==> src/include/emi_pkg.sv <==
// constants, state and types of the external memory controller
package emi_pkg;
   localparam int CLK_NS = 20;
   function automatic int cyc_min(input int ns);
      int c;
      c = (ns + CLK_NS - 1) / CLK_NS;
      return (c < 1) ? 1 : c;
   endfunction : cyc_min
   function automatic int cyc_max(input int ns);
      int c;
      c = ns / CLK_NS;
      return (c < 1) ? 1 : c;
   endfunction : cyc_max
   localparam int T_RCD_NS = 20;
   localparam int T_RP_NS = 20;
   localparam int T_RFC_NS = 70;
   localparam int T_REFI_NS = 7800;
   localparam logic [7:0] RCD_CYC = 8'(cyc_min(T_RCD_NS));
   localparam logic [7:0] RP_CYC = 8'(cyc_min(T_RP_NS));
   localparam logic [7:0] RFC_CYC = 8'(cyc_min(T_RFC_NS));
   localparam logic [9:0] REFI_CYC = 10'(cyc_max(T_REFI_NS));
   localparam logic [3:0] WAIT_CHUNK_LAST = 4'hf;
   localparam logic [5:0] RD_STROBE_MIN = 6'h03;
   localparam logic [7:0] CL2_CYC = 8'h02;
   localparam logic [7:0] CL3_CYC = 8'h03;
   localparam logic [7:0] COL_BASE = 8'h08;
   localparam int PRE_ALL_BIT = 10;
   // {cs_n, ras_n, cas_n, we_n}
   localparam logic [3:0] CMD_DESEL = 4'hf;
   localparam logic [3:0] CMD_NOP = 4'h7;
   localparam logic [3:0] CMD_ACT = 4'h3;
   localparam logic [3:0] CMD_RD = 4'h5;
   localparam logic [3:0] CMD_WR = 4'h4;
   localparam logic [3:0] CMD_PRE = 4'h2;
   localparam logic [3:0] CMD_REF = 4'h1;
   typedef enum logic [3:0] {
      ST_IDLE, ST_TURN, ST_SETUP, ST_STROBE, ST_XWAIT, ST_HOLD,
      SD_RCD, SD_LAT, SD_RP, SD_RFC, SD_SELF, SD_PDN
   } emi_state_e_t;
   typedef struct packed {
      emi_state_e_t st;
      logic [7:0] cnt;
      logic [3:0] chunk;
      logic [8:0] extended_wait_count;
      logic [1:0] cur_cs;
      logic wr;
      logic tmo;
      logic [2:0] wsync;
      logic wait_q;
      logic [9:0] refi;
      logic ref_due;
      logic [23:0] l_addr;
      logic [2:0] cs_n;
      logic oe_n;
      logic we_n;
      logic [1:0] ba;
      logic [12:0] addr;
      logic [31:0] dout;
      logic doe;
      logic [3:0] dqm;
      logic [3:0] cmd;
      logic cke;
      logic ready;
      logic rvalid;
      logic [31:0] rdata;
      logic rtmo;
      logic in_self;
      logic in_pdn;
   } emi_state_t;
   localparam emi_state_t ST_RESET = '{st: ST_IDLE, cs_n: 3'h7, oe_n: 1'b1, we_n: 1'b1,
      cmd: CMD_DESEL, cke: 1'b1, refi: REFI_CYC, default: '0};
endpackage : emi_pkg

==> src/core/emi_core.sv <==
// external memory controller: three async chip selects and one sdram select
`timescale 1ns/1ps
// Overview of operation
// - three async selects drive chip-select outputs for regions two to four
// - each async select has its own width, timing, turnaround, wait and strobe settings
// - wait input from slow memory stretches the current async access
// - one separate chip select, number zero, serves the sdram
// - sdram data bus is 32 or 16 bits by configuration
// - sdram with one, two or four banks gets matching bank address
// - sdram column width 8 to 11 bits splits the address
// - sdram read latency of two or three cycles by configuration
// - sdram can be put in self-refresh and power-down
// - in power-down the controller wakes periodically to refresh
// - no sdram bursts: every access is single with full latency
// - without extended wait a read lasts setup plus strobe plus hold
// - with extended wait each counted wait unit adds sixteen cycles
// - select-strobe off: select spans setup and hold around output enable
// - select-strobe on: select follows the strobe itself
// - read bank and address valid setup before and hold after enable
// - wait must come four cycles before hold; wait cycles not counted there
// - lengths span documented ranges, read strobe at least four cycles
// - write address, bank, mask and data valid setup before, hold after enable
module emi_core
   import emi_pkg::*;
(
   // clock and reset
   input wire logic clk,
   input wire logic rst,
   // request side
   input wire logic req_valid,
   input wire logic req_write,
   input wire logic req_sdram,
   input wire logic [1:0] req_cs,
   input wire logic [23:0] req_addr,
   input wire logic [31:0] req_wdata,
   input wire logic [3:0] req_be,
   output logic req_ready,
   output logic rsp_valid,
   output logic [31:0] rsp_rdata,
   output logic rsp_timeout,
   // async settings, index 0 is select two
   input wire logic [2:0] async_wide,
   input wire logic [2:0][3:0] read_setup_cycles,
   input wire logic [2:0][5:0] read_strobe_cycles,
   input wire logic [2:0][2:0] read_hold_cycles,
   input wire logic [2:0][3:0] write_setup_cycles,
   input wire logic [2:0][5:0] write_strobe_cycles,
   input wire logic [2:0][2:0] write_hold_cycles,
   input wire logic [2:0][1:0] turnaround_cycles,
   input wire logic [2:0] extended_wait_enable,
   input wire logic [2:0][7:0] max_wait_limit,
   input wire logic [2:0] select_strobe,
   // sdram settings and power control
   input wire logic sdram_wide32,
   input wire logic [1:0] sdram_banks,
   input wire logic [1:0] sdram_cols,
   input wire logic sdram_cl3,
   input wire logic sdram_selfref_req,
   input wire logic sdram_pdown_req,
   output logic sdram_in_selfref,
   output logic sdram_in_pdown,
   // memory pins
   output logic [2:0] memory_chip_select_n,
   output logic memory_output_enable_n,
   output logic memory_write_enable_n,
   input wire logic memory_wait_in,
   output logic [1:0] memory_bank_select,
   output logic [12:0] memory_address_out,
   output logic [31:0] memory_data_out,
   output logic memory_data_oe,
   input wire logic [31:0] memory_data_in,
   output logic [3:0] memory_byte_mask,
   output logic sdram_chip_select_n,
   output logic sdram_ras_n,
   output logic sdram_cas_n,
   output logic sdram_we_n,
   output logic sdram_cke
);

   emi_state_t s;
   emi_state_t n;

   // async word address: 16-bit parts drop the byte bit
   function automatic logic [23:0] async_word(input logic [23:0] a, input logic wide);
      return wide ? {1'b0, a[23:1]} : a;
   endfunction : async_word

   // sdram split into {bank, row, column}
   function automatic logic [27:0] sd_split(input logic [23:0] a, input logic w32,
                                            input logic [1:0] cols, input logic [1:0] banks);
      logic [23:0] wa;
      logic [23:0] rest;
      logic [23:0] mask;
      logic [4:0] cbits;
      logic [1:0] bk;
      logic [12:0] row;
      wa = w32 ? {2'b00, a[23:2]} : {1'b0, a[23:1]};
      cbits = 5'(COL_BASE) + {3'b000, cols};
      mask = (24'h000001 << cbits) - 24'h000001;
      rest = wa >> cbits;
      case (banks)
         2'h0: begin bk = 2'h0; row = rest[12:0]; end
         2'h1: begin bk = {1'b0, rest[0]}; row = rest[13:1]; end
         default: begin bk = rest[1:0]; row = rest[14:2]; end
      endcase
      return {bk, row, (wa[12:0] & mask[12:0])};
   endfunction : sd_split

   always_comb
   begin
      logic [27:0] sp;
      logic [23:0] wa;
      logic [1:0] c;
      logic [5:0] stb;
      n = s;
      sp = sd_split(s.l_addr, sdram_wide32, sdram_cols, sdram_banks);
      c = s.cur_cs;
      wa = '0;
      stb = '0;
      n.rvalid = 1'b0;
      n.rtmo = 1'b0;
      // wait input: a change counts once the last two stages agree
      n.wsync = {s.wsync[1:0], memory_wait_in};
      if (s.wsync[1] == s.wsync[2])
         n.wait_q = s.wsync[2];
      // refresh interval runs except while the part refreshes itself
      if (s.st != SD_SELF)
      begin
         if (s.refi == 10'h000)
         begin
            n.refi = REFI_CYC;
            n.ref_due = 1'b1;
         end
         else
            n.refi = s.refi - 10'h001;
      end
      case (s.st)
         ST_IDLE:
         begin
            n.cmd = CMD_NOP;
            if (s.ref_due)
            begin
               n.cmd = CMD_REF;
               n.ref_due = (s.refi == 10'h000);
               n.st = SD_RFC;
               n.cnt = RFC_CYC - 8'h01;
            end
            else if (sdram_selfref_req)
            begin
               n.cmd = CMD_REF;
               n.cke = 1'b0;
               n.st = SD_SELF;
               n.in_self = 1'b1;
            end
            else if (req_valid && s.ready)
            begin
               n.wr = req_write;
               n.l_addr = req_addr;
               n.tmo = 1'b0;
               n.dout = req_wdata;
               n.doe = req_write;
               n.dqm = req_write ? ~req_be : 4'h0;
               if (req_sdram)
               begin
                  sp = sd_split(req_addr, sdram_wide32, sdram_cols, sdram_banks);
                  n.cmd = CMD_ACT;
                  n.ba = sp[27:26];
                  n.addr = sp[25:13];
                  if (!sdram_wide32)
                     n.dqm[3:2] = 2'h3;
                  n.st = SD_RCD;
                  n.cnt = RCD_CYC - 8'h01;
               end
               else
               begin
                  c = (req_cs == 2'h3) ? 2'h2 : req_cs;
                  n.cur_cs = c;
                  wa = async_word(req_addr, async_wide[c]);
                  n.addr = wa[12:0];
                  n.ba = wa[14:13];
                  if (!select_strobe[c])
                     n.cs_n[c] = 1'b0;
                  n.cnt = {4'h0, req_write ? write_setup_cycles[c] : read_setup_cycles[c]};
                  n.st = ST_SETUP;
               end
            end
            else if (sdram_pdown_req)
            begin
               n.cke = 1'b0;
               n.st = SD_PDN;
               n.in_pdn = 1'b1;
            end
         end
         ST_SETUP:
         begin
            if (s.cnt == 8'h00)
            begin
               stb = s.wr ? write_strobe_cycles[c] : read_strobe_cycles[c];
               if (!s.wr && stb < RD_STROBE_MIN)
                  stb = RD_STROBE_MIN;
               n.cnt = {2'b00, stb};
               n.oe_n = s.wr;
               n.we_n = !s.wr;
               n.cs_n[c] = 1'b0;
               n.st = ST_STROBE;
            end
            else
               n.cnt = s.cnt - 8'h01;
         end
         ST_STROBE:
         begin
            if (s.cnt == 8'h00)
            begin
               n.rdata = memory_data_in;
               // wait is judged where hold would begin, before any inserted cycle
               if (extended_wait_enable[c] && s.wait_q)
               begin
                  n.st = ST_XWAIT;
                  n.chunk = WAIT_CHUNK_LAST;
                  n.extended_wait_count = '0;
               end
               else
               begin
                  n.st = ST_HOLD;
                  n.oe_n = 1'b1;
                  n.we_n = 1'b1;
                  if (select_strobe[c])
                     n.cs_n = 3'h7;
                  n.cnt = {5'h00, s.wr ? write_hold_cycles[c] : read_hold_cycles[c]};
               end
            end
            else
               n.cnt = s.cnt - 8'h01;
         end
         ST_XWAIT:
         begin
            if (s.chunk == 4'h0)
            begin
               n.extended_wait_count = s.extended_wait_count + 9'h001;
               n.chunk = WAIT_CHUNK_LAST;
               n.rdata = memory_data_in;
               if (s.extended_wait_count[7:0] == max_wait_limit[c] || !s.wait_q)
               begin
                  n.tmo = s.wait_q;
                  n.st = ST_HOLD;
                  n.oe_n = 1'b1;
                  n.we_n = 1'b1;
                  if (select_strobe[c])
                     n.cs_n = 3'h7;
                  n.cnt = {5'h00, s.wr ? write_hold_cycles[c] : read_hold_cycles[c]};
               end
            end
            else
               n.chunk = s.chunk - 4'h1;
         end
         ST_HOLD:
         begin
            if (s.cnt == 8'h00)
            begin
               n.cs_n = 3'h7;
               n.doe = 1'b0;
               n.dqm = 4'h0;
               n.rvalid = 1'b1;
               n.rtmo = s.tmo;
               n.st = ST_TURN;
               n.cnt = {6'h00, turnaround_cycles[c]};
            end
            else
               n.cnt = s.cnt - 8'h01;
         end
         ST_TURN:
         begin
            if (s.cnt == 8'h00)
               n.st = ST_IDLE;
            else
               n.cnt = s.cnt - 8'h01;
         end
         SD_RCD:
         begin
            n.cmd = CMD_NOP;
            if (s.cnt == 8'h00)
            begin
               n.cmd = s.wr ? CMD_WR : CMD_RD;
               n.addr = {sp[11:10], 1'b0, sp[9:0]}; // column bit ten moves above the flag
               n.addr[PRE_ALL_BIT] = 1'b0;
               n.st = SD_LAT;
               n.cnt = s.wr ? 8'h00 : (sdram_cl3 ? CL3_CYC : CL2_CYC);
            end
            else
               n.cnt = s.cnt - 8'h01;
         end
         SD_LAT:
         begin
            n.cmd = CMD_NOP;
            n.doe = 1'b0;
            if (s.cnt == 8'h00)
            begin
               n.rdata = memory_data_in;
               if (!sdram_wide32)
                  n.rdata[31:16] = 16'h0000;
               n.rvalid = 1'b1;
               // close the row at once: single access only
               n.cmd = CMD_PRE;
               n.addr[PRE_ALL_BIT] = 1'b1;
               n.dqm = 4'h0;
               n.st = SD_RP;
               n.cnt = RP_CYC - 8'h01;
            end
            else
               n.cnt = s.cnt - 8'h01;
         end
         SD_RP, SD_RFC:
         begin
            n.cmd = CMD_NOP;
            if (s.cnt == 8'h00)
               n.st = ST_IDLE;
            else
               n.cnt = s.cnt - 8'h01;
         end
         SD_SELF:
         begin
            n.cmd = CMD_NOP;
            if (!sdram_selfref_req)
            begin
               n.cke = 1'b1;
               n.in_self = 1'b0;
               n.st = SD_RFC;
               n.cnt = RFC_CYC - 8'h01;
            end
         end
         SD_PDN:
         begin
            n.cmd = CMD_NOP;
            // wake for refresh keeps contents while powered down
            if (s.ref_due || !sdram_pdown_req || req_valid)
            begin
               n.cke = 1'b1;
               n.in_pdn = 1'b0;
               n.st = ST_IDLE;
            end
         end
         default:
            n = ST_RESET;
      endcase
      n.ready = (n.st == ST_IDLE) && !n.ref_due && !sdram_selfref_req;
   end

   always_ff @(posedge clk)
   begin
      if (rst)
         s <= ST_RESET;
      else
         s <= n;
   end

   assign req_ready = s.ready;
   assign rsp_valid = s.rvalid;
   assign rsp_rdata = s.rdata;
   assign rsp_timeout = s.rtmo;
   assign sdram_in_selfref = s.in_self;
   assign sdram_in_pdown = s.in_pdn;
   assign memory_chip_select_n = s.cs_n;
   assign memory_output_enable_n = s.oe_n;
   assign memory_write_enable_n = s.we_n;
   assign memory_bank_select = s.ba;
   assign memory_address_out = s.addr;
   assign memory_data_out = s.dout;
   assign memory_data_oe = s.doe;
   assign memory_byte_mask = s.dqm;
   assign sdram_chip_select_n = s.cmd[3];
   assign sdram_ras_n = s.cmd[2];
   assign sdram_cas_n = s.cmd[1];
   assign sdram_we_n = s.cmd[0];
   assign sdram_cke = s.cke;

endmodule : emi_core

==> config.mk <==
export PLATFORM = sky130hd
export DESIGN_NAME = emi_core
export DESIGN_NICKNAME = d
export VERILOG_FILES = /design/src/include/emi_pkg.sv /design/src/core/emi_core.sv
export SDC_FILE = /design/constraint.sdc
export NUM_CORES = 1
export LEC_CHECK = 0
export BUFFER_PORTS_ARGS = -buffer_cell sky130_fd_sc_hd__buf_2
export CAP_MARGIN = 20
export CORE_MARGIN = 4
export CORE_UTILIZATION = 52
export CTS_CLUSTER_DIAMETER = 30
export DETAILED_ROUTE_END_ITERATION = 8
export PLACE_DENSITY_LB_ADDON = 0.05
export SYNTH_ARGS = -nofsm -noshare
export SYNTH_HDL_FRONTEND = slang
export SYNTH_SLANG_ARGS = --single-unit
==> constraint.sdc <==
create_clock -name clk -period 3.3 [get_ports clk]
set_input_delay 0.66 -clock clk [delete_from_list [all_inputs] [get_ports clk]]
set_output_delay 0.66 -clock clk [all_outputs]
set_load 0.02 [all_outputs]
=== Word level (Yosys, flattened, before mapping) ===
Cells that the tools add are included.

* Flip-flop bits (word level): 157
* Output and inout port bits: 99
* Word-level logic and storage cells: 304

* $add $sub $neg: 6
* Magnitude comparators: 5
* Equal/unequal tests: 41
* Shift-type cells: 2
* Mux-type cells: 144
* Bitwise operators: 22
* Reduce and logical (&&, ||, !) cells: 55

{| class="wikitable"
|+ Operators by type and width
! cell !! number
|-
| one-hot mux 32 bit (4 select lines) || 1
|-
| two-way mux 52 bit || 2
|-
| two-way mux 8 bit || 11
|-
| two-way mux 27 bit || 3
|-
| one-hot mux 8 bit (10 select lines) || 1
|-
| two-way mux 4 bit || 19
|-
| two-way mux 32 bit || 2
|-
| one-hot mux 32 bit (2 select lines) || 1
|-
| two-way mux 12 bit || 5
|-
| two-way mux 56 bit || 1
|-
| one-hot mux 25 bit (2 select lines) || 1
|-
| OR reduction 10 bit || 5
|-
| OR reduction 9 bit || 5
|-
| inequality test 2 bit (second input constant) || 20
|-
| one-hot mux 4 bit (10 select lines) || 1
|-
| two-way mux 13 bit || 3
|-
| one-hot mux 13 bit (3 select lines) || 1
|-
| AND reduction 6 bit || 6
|-
| two-way mux 5 bit || 7
|-
| two-way mux 33 bit || 1
|-
| two-way mux 15 bit || 2
|-
| one-hot mux 10 bit (3 select lines) || 1
|-
| two-way mux 1 bit || 27
|-
| one-hot mux 13 bit (2 select lines) || 1
|-
| 70 further kinds || 148
|}

=== Depth between registers and ports, before layout ===
Gate-level depths: netlist of run 1.

* Depth in word-level cells: 17
* Gate-level depth with buffers: 12
* Gate-level depth less buffers: 9

=== Worst setup path after synthesis of run 1 ===
OpenSTA, ideal clock, no wires.

* Path kind: input port to flip-flop
* Start point: in req_cs[0]
* End point: reg s (netlist bit memory_address_out[0])
* Setup time: 0.132 ns
* Arrival time: 2.525 ns
* Data required time: 3.168 ns
* Slack: 0.643 ns
* Stages on the path: 8
* Path buffers: 2
* Path through: buf_1 -> mux2i_1 -> nor2_1 -> a21oi_1 -> buf_2 -> mux2_2 -> o211ai_1 -> a21oi_1

* Longest elaborated chain between the ends: 10

{| class="wikitable"
|+ Ends and longest elaborated chain
! element !! RTL line !! source
|-
| start: declaration || emi_core.sv:33 || <nowiki>input wire logic [1:0] req_cs,</nowiki>
|-
| equality test 2 bit || emi_core.sv:176 || <nowiki>c = (req_cs == 2'h3) ? 2'h2 : req_cs;</nowiki>
|-
| two-way mux 2 bit (*) || emi_core.sv:176 ||
|-
| binary-select mux 1 bit (select 2 bit) (*) || emi_core.sv:178 || <nowiki>wa = async_word(req_addr, async_wide[c]);</nowiki>
|-
| two-way mux 1 bit (not written as such) (*) || emi_core.sv:178 ||
|-
| two-way mux 15 bit (*) || emi_core.sv:85 || <nowiki>return wide ? {1'b0, a[23:1]} : a;</nowiki>
|-
| two-way mux 15 bit (*) || emi_core.sv:163 || <nowiki>if (req_sdram)</nowiki>
|-
| two-way mux 56 bit (*) || emi_core.sv:155 || <nowiki>else if (req_valid && s.ready)</nowiki>
|-
| two-way mux 52 bit (*) || emi_core.sv:148 || <nowiki>else if (sdram_selfref_req)</nowiki>
|-
| two-way mux 52 bit (*) || emi_core.sv:141 || <nowiki>if (s.ref_due)</nowiki>
|-
| one-hot mux 10 bit (3 select lines) (*) || emi_core.sv:137 || <nowiki>case (s.st)</nowiki>
|-
| end signal: assignment || emi_core.sv:353 || <nowiki>s <= n;</nowiki>
|-
| end: declaration || emi_core.sv:80 || <nowiki>emi_state_t s;</nowiki>
|}

Every way passes the cells marked *; elsewhere a longest branch is shown, timed or not. The select of a mux whose other input is x is not followed.
A chain may end at the register's enable or synchronous reset.

=== Worst setup path after layout of run 1 ===
* Start point: reg s[141] (netlist name)
* End point: reg s[160] (netlist name)

* Longest elaborated chain between the ends: 8
* Elaborated cells between the ends (all ways): 20
* Those cells by class: order compare (1); eq/ne (3); mux (12); reduce/logical (4)

{| class="wikitable"
|+ Ends and longest elaborated chain
! element !! RTL line !! source
|-
| binary-select mux 6 bit (select 2 bit) || emi_core.sv:198 || <nowiki>stb = s.wr ? write_strobe_cycles[c] : read_strobe_cycles[c];</nowiki>
|-
| two-way mux 6 bit (not written as such) || emi_core.sv:198 ||
|-
| two-way mux 6 bit || emi_core.sv:198 ||
|-
| < comparator 6 x 2 -> 1 bit || emi_core.sv:199 || <nowiki>if (!s.wr && stb < RD_STROBE_MIN)</nowiki>
|-
| logical AND 1 bit || emi_core.sv:199 ||
|-
| two-way mux 6 bit || emi_core.sv:199 ||
|-
| two-way mux 8 bit || emi_core.sv:196 || <nowiki>if (s.cnt == 8'h00)</nowiki>
|-
| one-hot mux 8 bit (10 select lines) || emi_core.sv:137 ||
|}

Parallel ways exist; a longest one is shown, timed or not. The select of a mux whose other input is x is not followed.

==> results.json, run 1 <==
{
  "cp.required_ns": 3.61,
  "power_frac_comb": 0.456,
  "finClkSkew_ns": 0.0100,
  "final_hold_viol_count": 0,
  "gr-total-overflow": 0,
  "path_cells": "mux2_1, or3_1, a22oi_1, a41oi_4, a211oi_4, o21ai_0, a32o_1",
  "routedWlPerCell_um": 17.7,
  "syn_area_mm2": 0.0101,
  "grt.total_usage": 0.270,
  "pwr_density_cell_mw_per_mm2": 663,
  "instances_no_fill": 1740,
  "critPathKind": "reg2reg",
  "drive_gt1_frac": 0.317,
  "critPathSlowestCell": "dfxtp_2",
  "die_w_um": 148,
  "clock_power_share": 0.244,
  "io_pins": 324,
  "synth_edf_count": 0,
  "routed_wl_um": 30700,
  "die_area_mm2": 0.0218,
  "vdd_drop_max_v": 0.000499,
  "p_sw_frac": 0.430,
  "first_global_vias": 9305,
  "drtIter0Drc": 637,
  "max_clock_freq_ghz": 0.329,
  "drcViolationCount": 0,
  "synthTopCellsByArea": "dfxtp_1 30%, buf_4 6.4%, mux2i_1 6.3%, a21oi_1 5.9%, nand2_1 4.8%",
  "rsz0062_at_grt": "false",
  "cts_hold_buf": 0,
  "grt_pass1_wl_um": 48500,
  "antenna_found_initial": 2,
  "clkSlewWorstSetupHoldPaths_ns": 0.06,
  "synth_top_cell_area_share": 0.304,
  "synthToLayoutAreaGrowth_pct": 17.5,
  "dp_hpwl_um": 23000,
  "viasPerCell": 5.72,
  "power.share.sequential": 0.300,
  "crit_arrival_ns": 3.36,
  "nFillCells": 1791,
  "layout_min_cycle_time_ns": 3.04,
  "drt_pre_antenna_iters": 5,
  "yosysSeqAreaShare": 0.304,
  "netlist_instances": 1271,
  "core_mm2": 0.0190,
  "cts_tree": "built",
  "relSlewSlack": 0.395,
  "synthArstFlopShare": 0,
  "synth_cell_type_count": 75,
  "ctsRootBufferMaster": "clkbuf_16",
  "ff_latch_area_mm2": 0.00308,
  "avgSynthCellArea_um2": 7.97,
  "start_kind": "flop",
  "place_inst": 1707,
  "fin_util": 0.628,
  "h-tree-depth": 4,
  "setup-tns-final_ns": 0,
  "diodes": 0,
  "ctsResizeCount": 0,
  "yosysTopAreaCell": "dfxtp_1",
  "clk_latency_ns": 0.43,
  "switchingPower_w": 0.00340,
  "worstMarginPinSlew_ns": 0.907,
  "path_max_fanout": 22,
  "slew_violations": 0,
  "postCtsSetupBuffers": 0,
  "clockBufferDepth": 2,
  "grt_max_degree": 87,
  "critPathBufInv": 0,
  "place.gp.congestion": 0.947,
  "cts.sinks": 154,
  "hold_path.class": "reg2reg",
  "syn-num-nets": 1501,
  "synth.ff_latch_count": 154,
  "ant_nets": 0,
  "post-route-period-util": 0.922,
  "finalNetCount": 1697,
  "yosysWarnings": 0,
  "p_leak_nw": 5.05,
  "maxCapViolCount": 0,
  "num_vias": 9959,
  "synthFlopType": "dfxtp_1",
  "port_buffers": 323,
  "num_rows": 50,
  "cts_inserted_buffers": 17,
  "cp_slowest_stage_delay_ns": 0.59,
  "initial_core_util": 0.535,
  "run_status": "finished clean",
  "intPower_w": 0.00450,
  "multi_input_area_mm2": 0.00594,
  "worst_setup_path_end_kind": "flop",
  "crit_family": "compound AO/OA/AOI/OAI gates",
  "die_h_um": 148,
  "setup_viol": 0
}
[synth_stat cells (4+ instances only)]
master / number
a211o_1: 4
a211oi_1: 11
a21oi_1: 119
a221o_1: 5
a221oi_1: 15
a22oi_1: 23
a31oi_1: 5
a32o_1: 7
and2_1: 9
and3_1: 7
and4b_1: 8
buf_1: 11
buf_2: 11
buf_4: 87
buf_6: 4
clkbuf_1: 71
dfxtp_1: 154
ha_1: 5
inv_1: 16
mux2_2: 41
mux2i_1: 64
mux4_2: 11
nand2_1: 130
nand2b_1: 22
nand3_1: 77
nand4_1: 10
nor2_1: 107
nor2b_1: 18
nor3_1: 29
nor4_1: 5
o211ai_1: 12
o21ai_0: 48
o21ai_1: 4
o221ai_1: 5
o22ai_1: 7
o2bb2ai_1: 4
o31ai_1: 6
o41ai_1: 5
or2_2: 7
or3_1: 15
xnor2_1: 6
xor2_1: 7
[registers in the layout (all words and copies together) (netlist names)]
register / flops
s: 55
memory_data_out: 32
rsp_rdata: 32
memory_address_out: 13
memory_byte_mask: 4
memory_chip_select_n: 3
memory_bank_select: 2
memory_data_oe: 1
memory_output_enable_n: 1
memory_write_enable_n: 1
req_ready: 1
rsp_timeout: 1
rsp_valid: 1
sdram_cas_n: 1
sdram_chip_select_n: 1
sdram_cke: 1
sdram_in_pdown: 1
sdram_in_selfref: 1
sdram_ras_n: 1
sdram_we_n: 1
[cells by family (layout without fill, tap and decap cells)]
| group | Yosys count | after routing | share of synthesized area |
|---|---|---|---|
| adders and majority gates | 5 | 5 | 0.00617 |
| muxes | 121 | 121 | 0.140 |
| buffers and inverters | 200 | 409 | 0.111 |
| AOI/OAI and AO/OA | 313 | 313 | 0.204 |
| xor gates and xnor gates | 13 | 13 | 0.0112 |
| and+or+nand+nor | 465 | 465 | 0.224 |
| DFF | 154 | 154 | 0.304 |
[stage by stage]
step                      instance area (um2)  hold WS [ns]  worst slack, ns  power (W)
after floorplan                         10100         0.406            0.643    0.00501
after global placement                  11300         0.412            0.302    0.00593
after detailed placement                11300         0.423            0.223    0.00595
after CTS                               11900         0.428            0.286    0.00789
after global routing                    11900         0.442            0.127    0.00841
final                                   11900         0.440            0.256    0.00790
[power groups by stage]
stage,Combinational [W],Sequential (W),Clock (W)
finish,0.00360,0.00237,0.00192
global route,0.00396,0.00240,0.00204
CTS,0.00356,0.00236,0.00196
detailed placement,0.00355,0.00240,0
global placement,0.00354,0.00240,0
floorplan,0.00267,0.00234,0
[metal layers]
| metal | wire, um | global-route usage | vias up |
|---|---|---|---|
| li1 | - | - | 4916 |
| met1 | 12900 | 0.340 | 4619 |
| met2 | 14900 | 0.457 | 356 |
| met3 | 2070 | 0.0573 | 64 |
| met4 | 911 | 0.100 | 4 |
| met5 | 16 | 0 | - |
[final cells by class]
type | instances | share of cell area
Multi-Input combinational cell | 917 | 0.499
Sequential cell | 154 | 0.259
Timing Repair Buffer | 361 | 0.161
Clock buffer | 18 | 0.0360
Tap cell | 260 | 0.0273
Clock inverter | 14 | 0.0128
Inverter | 16 | 0.00504
[cell usage in the layout (no fill, tap or decap), types with 23 or more instances in the layout]
master	synthesis	layout
buf_4	87	38
mux2_2	41	41
nor3_1	29	29
buf_2	11	322
a21oi_1	119	117
a22oi_1	23	23
mux2i_1	64	64
nor2_1	107	106
dfxtp_1	154	153
o21ai_0	48	48
nand2_1	130	130
nand3_1	77	77
[worst paths after layout]
check                            start      to  slack (ns)  cells past startpoint
worst min-delay path            s[135]  s[136]        0.44                      1
worst max register to register  s[141]  s[160]        0.26                      7
worst min register to register  s[135]  s[136]        0.44                      1
worst max-delay path            s[141]  s[160]        0.26                      7
No activity file was read; power rests on OpenSTA's default activity.
==> run 2: changes to the inputs <==
- CORE_UTILIZATION: 52 -> 53
- clock period: 3.3 -> 3.94 ns (I/O delays scaled with it)
==> run 2 against run 1 <==
Against the previous run:
- first-iteration DRC count increased by 34%
- combinational power fell by 18%
- via count grew 0.79%
- core utilization barely moved
- maximum frequency fell by 5.9%
- sequential power fell by 14%
- critical path depth unchanged
- count of clock-buffer cells in the layout is 1 lower
- largest cell class unchanged
- clock skew is 0.0048 ns higher
- highest routed layer unchanged
==> results.json, run 2 (same netlist as run 1, synthesis figures left out) <==
{
  "cts_tree": "built",
  "cp.required_ns": 4.26,
  "fin_util": 0.628,
  "grt.total_usage": 0.272,
  "drtIter0Drc": 855,
  "finalNetCount": 1685,
  "setup-tns-final_ns": 0,
  "critPathBufInv": 0,
  "p_leak_nw": 4.99,
  "crit_family": "compound AO/OA/AOI/OAI gates",
  "r2r_setup_slack_ns": 0.71,
  "critPathKind": "reg2reg",
  "io_pins": 324,
  "cts_inserted_buffers": 17,
  "drt_pre_antenna_iters": 5,
  "pwr_density_cell_mw_per_mm2": 561,
  "clockBufferDepth": 2,
  "diodes": 0,
  "post-route-period-util": 0.821,
  "die_h_um": 146,
  "regMostFlops": "s",
  "routedWlPerCell_um": 18.1,
  "vdd_drop_max_v": 0.000461,
  "core_mm2": 0.0188,
  "clkSlewWorstSetupHoldPaths_ns": 0.07,
  "ctsResizeCount": 0,
  "path_cells": "mux2_1, or3_1, a22oi_1, a41oi_4, a211oi_4, o21ai_0, a32o_1",
  "die_w_um": 146,
  "first_global_vias": 9448,
  "instances_no_fill": 1702,
  "ant_nets": 0,
  "initial_core_util": 0.540,
  "grt_max_degree": 62,
  "whs_ns": 0.438,
  "viasPerCell": 5.90,
  "setup_viol": 0,
  "grt_pass1_wl_um": 48400,
  "postCtsSetupBuffers": 0,
  "hold_path.class": "reg2reg",
  "drive_gt1_frac": 0.312,
  "ctsRootBufferMaster": "clkbuf_16",
  "cts.sinks": 154,
  "crit_arrival_ns": 3.56,
  "die_area_mm2": 0.0214,
  "start_kind": "flop",
  "clk_latency_ns": 0.44,
  "finClkSkew_ns": 0.0148,
  "worst_setup_path_end_kind": "flop",
  "routed_wl_um": 30700,
  "h-tree-depth": 4,
  "synthToLayoutAreaGrowth_pct": 16.3,
  "place.gp.congestion": 0.913,
  "largest_reg_flops": 55,
  "run_status": "finished clean",
  "final_hold_viol_count": 0,
  "drcViolationCount": 0,
  "path_max_fanout": 36,
  "rsz0062_at_grt": "false",
  "place_inst": 1669,
  "port_buffers": 323,
  "num_rows": 50,
  "maxCapViolCount": 0,
  "max_clock_freq_ghz": 0.309,
  "dp_hpwl_um": 23000,
  "relSlewSlack": 0.341,
  "layout_min_cycle_time_ns": 3.23,
  "cp_slowest_stage_delay_ns": 0.77,
  "slew_violations": 0,
  "num_vias": 10038,
  "worstMarginPinSlew_ns": 0.987,
  "cts_hold_buf": 0,
  "final_cell_mix": "322 x buf_2, 153 x dfxtp_1, 130 x nand2_1",
  "critPathSlowestCell": "dfxtp_2",
  "antenna_found_initial": 2,
  "final_common_cell": "buf_2",
  "gr-total-overflow": 0
}
run 2: through the flow:
stage	total power [W]	area [um2]	setup WS (ns)
finish	0.00661	11800	0.706
global route	0.00702	11800	0.488
detailed placement	0.00494	11200	0.706
floorplan	0.00419	10100	1.16
global placement	0.00492	11200	0.792
CTS	0.00659	11800	0.701
run 2: routing by layer:
layer,vias up,track usage,share of wire
met2,410,0.457,0.48
li1,4885,-,-
met4,4,0.0917,0.027
met3,78,0.0515,0.074
met5,-,0,0.00078
met1,4661,0.354,0.42
run 2: power breakdown:
group	total (W)	internal (W)	switching, W
Clock	0.00164	0.000857	0.000783
Combinational	0.00294	0.00106	0.00189
Sequential	0.00203	0.00178	0.000244
Total	0.00661	0.00370	0.00291
run 2: final cells by class:
class,instances,area [um2]
flip-flops and latches,154,3080
inverters,16,60.1
clock buffers,17,425
well taps,234,293
repair buffers,349,1810
clock inverters,15,165
multi-input cells,917,5940
fillers,1703,6980
run 2: path summary, 6_finish.rpt:
path | startpoint | end | cells after the start
setup / recovery | s[141] | s[162] | 7
setup reg to reg | s[141] | s[162] | 7
hold reg to reg | s[135] | s[136] | 1
hold / removal | s[135] | s[136] | 1
==> run 3: changes to the inputs <==
- CORE_UTILIZATION: 53 -> 47
- clock period: 3.94 -> 2.6 ns (I/O delays scaled with it)
==> run 3 against run 2 <==
Against the previous run:
- the run now ends with setup timing left
- sequential share of layout area shrank 1.5 points
- sequential power is 46% higher
- core utilization fell by 3.5 points
- global-route usage shrank 1.6 points
- cell count rose by 6.4%
- combinational power is 76% higher
- worst setup slack worse by 0.71 ns
- flip-flop and latch count unchanged
- critical path type unchanged
- largest cell class unchanged
- highest routed layer unchanged
==> results.json, run 3 (same netlist as run 1, synthesis figures left out) <==
{
  "run_status": "finished, violations left",
  "violations": "setup timing",
  "worst_setup_path_end_kind": "flop",
  "place_area_mm2": 0.0118,
  "grt_max_degree": 65,
  "final_cell_mix": "322 x buf_2, 153 x dfxtp_1, 130 x nand2_1",
  "power.share.sequential": 0.276,
  "start_kind": "flop",
  "hold_path.class": "in2reg",
  "grt.total_usage": 0.256,
  "switchingPower_w": 0.00449,
  "clkSlewWorstSetupHoldPaths_ns": 0.06,
  "cts_inserted_buffers": 17,
  "slew_violations": 0,
  "grt_pass1_wl_um": 50400,
  "finalWorstSetupSlack_ns": -0.00768,
  "post-route-period-util": 1.00,
  "vdd_drop_max_v": 0.000578,
  "final_common_cell": "buf_2",
  "worstMarginPinSlew_ns": 0.838,
  "ctsRootBufferMaster": "clkbuf_16",
  "synthToLayoutAreaGrowth_pct": 23.3,
  "cts_tree": "built",
  "layout_min_cycle_time_ns": 2.61,
  "crit_arrival_ns": 2.97,
  "die_w_um": 155,
  "final_hold_viol_count": 0,
  "h-tree-depth": 4,
  "regMostFlops": "s",
  "reg2reg_depth": 10,
  "drtIter0Drc": 743,
  "cp.required_ns": 2.96,
  "cts.sinks": 154,
  "io_pins": 324,
  "routed_wl_um": 32400,
  "power_frac_comb": 0.483,
  "drive_gt1_frac": 0.347,
  "die_h_um": 155,
  "ant_nets": 0,
  "p_leak_nw": 5.37,
  "die_area_mm2": 0.0240,
  "p_sw_frac": 0.420,
  "max_clock_freq_ghz": 0.383,
  "intPower_w": 0.00621,
  "rsz0062_at_grt": "true",
  "setup_viol": 1,
  "path_max_fanout": 5,
  "fin_util": 0.593,
  "clockBufferDepth": 2,
  "clock_power_share": 0.241,
  "gr-total-overflow": 0,
  "first_global_vias": 9743,
  "port_buffers": 323,
  "place.gp.congestion": 0.902,
  "dp_worst_setup_slack_ns": -0.166,
  "r2r-end": "s[155]",
  "post-route-cell-area_mm2": 0.0125,
  "largest_reg_flops": 55,
  "finalNetCount": 1752,
  "antenna_found_initial": 2,
  "initial_core_util": 0.481,
  "p_total_w": 0.0107,
  "viasPerCell": 5.70,
  "critPathKind": "reg2reg",
  "endpoint": "s[155]",
  "pwr_density_cell_mw_per_mm2": 856,
  "routedWlPerCell_um": 17.9,
  "rr_startpoint": "s[141]",
  "drt_pre_antenna_iters": 5,
  "drcViolationCount": 0,
  "maxCapViolCount": 0,
  "relSlewSlack": 0.437,
  "num_vias": 10314,
  "dp_hpwl_um": 24600,
  "r2r_setup_slack_ns": -0.008,
  "finClkSkew_ns": 0.0161,
  "crit_start": "s[141]",
  "num_rows": 53,
  "core_mm2": 0.0211,
  "clk_latency_ns": 0.43
}
-- run 3: cell types whose count changed in the layout (fill, tap and decap cells not counted), moves of 2 or more --
cell,before,now
bufinv_16,0,2
inv_8,6,3
buf_12,0,6
inv_6,3,7
o41ai_1,5,1
o41ai_2,0,4
clkinv_8,2,0
buf_6,0,4
buf_4,27,84
-- run 3: through the flow --
step | setup TNS [ns] | instances | hold WS (ns)
2_1_floorplan | 0 | 1271 | 0.406
3_3_place_gp | -0.904 | 1775 | 0.410
3_5_place_dp | -1.19 | 1775 | 0.414
4_1_cts | 0 | 1807 | 0.284
5_1_grt | -0.434 | 1811 | 0.297
6_report | -0.00768 | 1811 | 0.297
-- run 3: how the worst min path moves through the flow --
stage                         from      to  slack, ns  cells after the start
finish              memory_wait_in  s[135]       0.30                      2
floorplan                   s[135]  s[136]       0.41                      1
global placement            s[135]  s[136]       0.41                      1
detailed placement          s[135]  s[136]       0.41                      1
global route        memory_wait_in  s[135]       0.30                      2
CTS                 memory_wait_in  s[135]       0.28                      2
-- run 3: final cells by class --
cell class / count / area [um2]
Clock buffer: 18 / 429
Clock inverter: 14 / 171
Sequential cell: 154 / 3090
Antenna cell: 1 / 2.50
Inverter: 16 / 60.1
Tap cell: 275 / 344
Fill cell: 2030 / 8590
Timing Repair Buffer: 416 / 2410
Multi-Input combinational cell: 917 / 6000
-- run 3: metal layers --
metal | vias to the layer above | part of all wire | global-route usage
met5 | - | 0.00049 | 0
met4 | 2 | 0.029 | 0.0875
met3 | 65 | 0.066 | 0.0451
met2 | 389 | 0.48 | 0.441
met1 | 4821 | 0.42 | 0.325
li1 | 5037 | - | -
-- run 3: what timing repair did --
| action | in CTS | in global routing |
|---|---|---|
| hold buffers | 0 | 0 |
| endpoints found under the setup margin | 13 | 51 |
| pin swaps | 0 | 9 |
| setup buffers | 0 | 3 |
| resized for setup | 4 | 14 |
-- run 3: worst max-delay path: stages, from the launching register on --
cell and delay, ns:
dfxtp_4 0.35, buf_12 0.13, buf_4 0.13, mux2_4 0.30, or3_1 0.32, a22oi_2 0.21
a41oi_4 0.20, buf_6 0.17, or4_4 0.49, nand4_1 0.10, a32o_1 0.16
-- run 3: power by group through the flow --
stage / registers [W] / logic [W] / clock network (W)
2_1_floorplan: 0.00297 / 0.00338 / 0
3_3_place_gp: 0.00300 / 0.00499 / 0
3_5_place_dp: 0.00300 / 0.00502 / 0
4_1_cts: 0.00295 / 0.00504 / 0.00263
5_1_grt: 0.00300 / 0.00563 / 0.00275
6_report: 0.00296 / 0.00516 / 0.00258
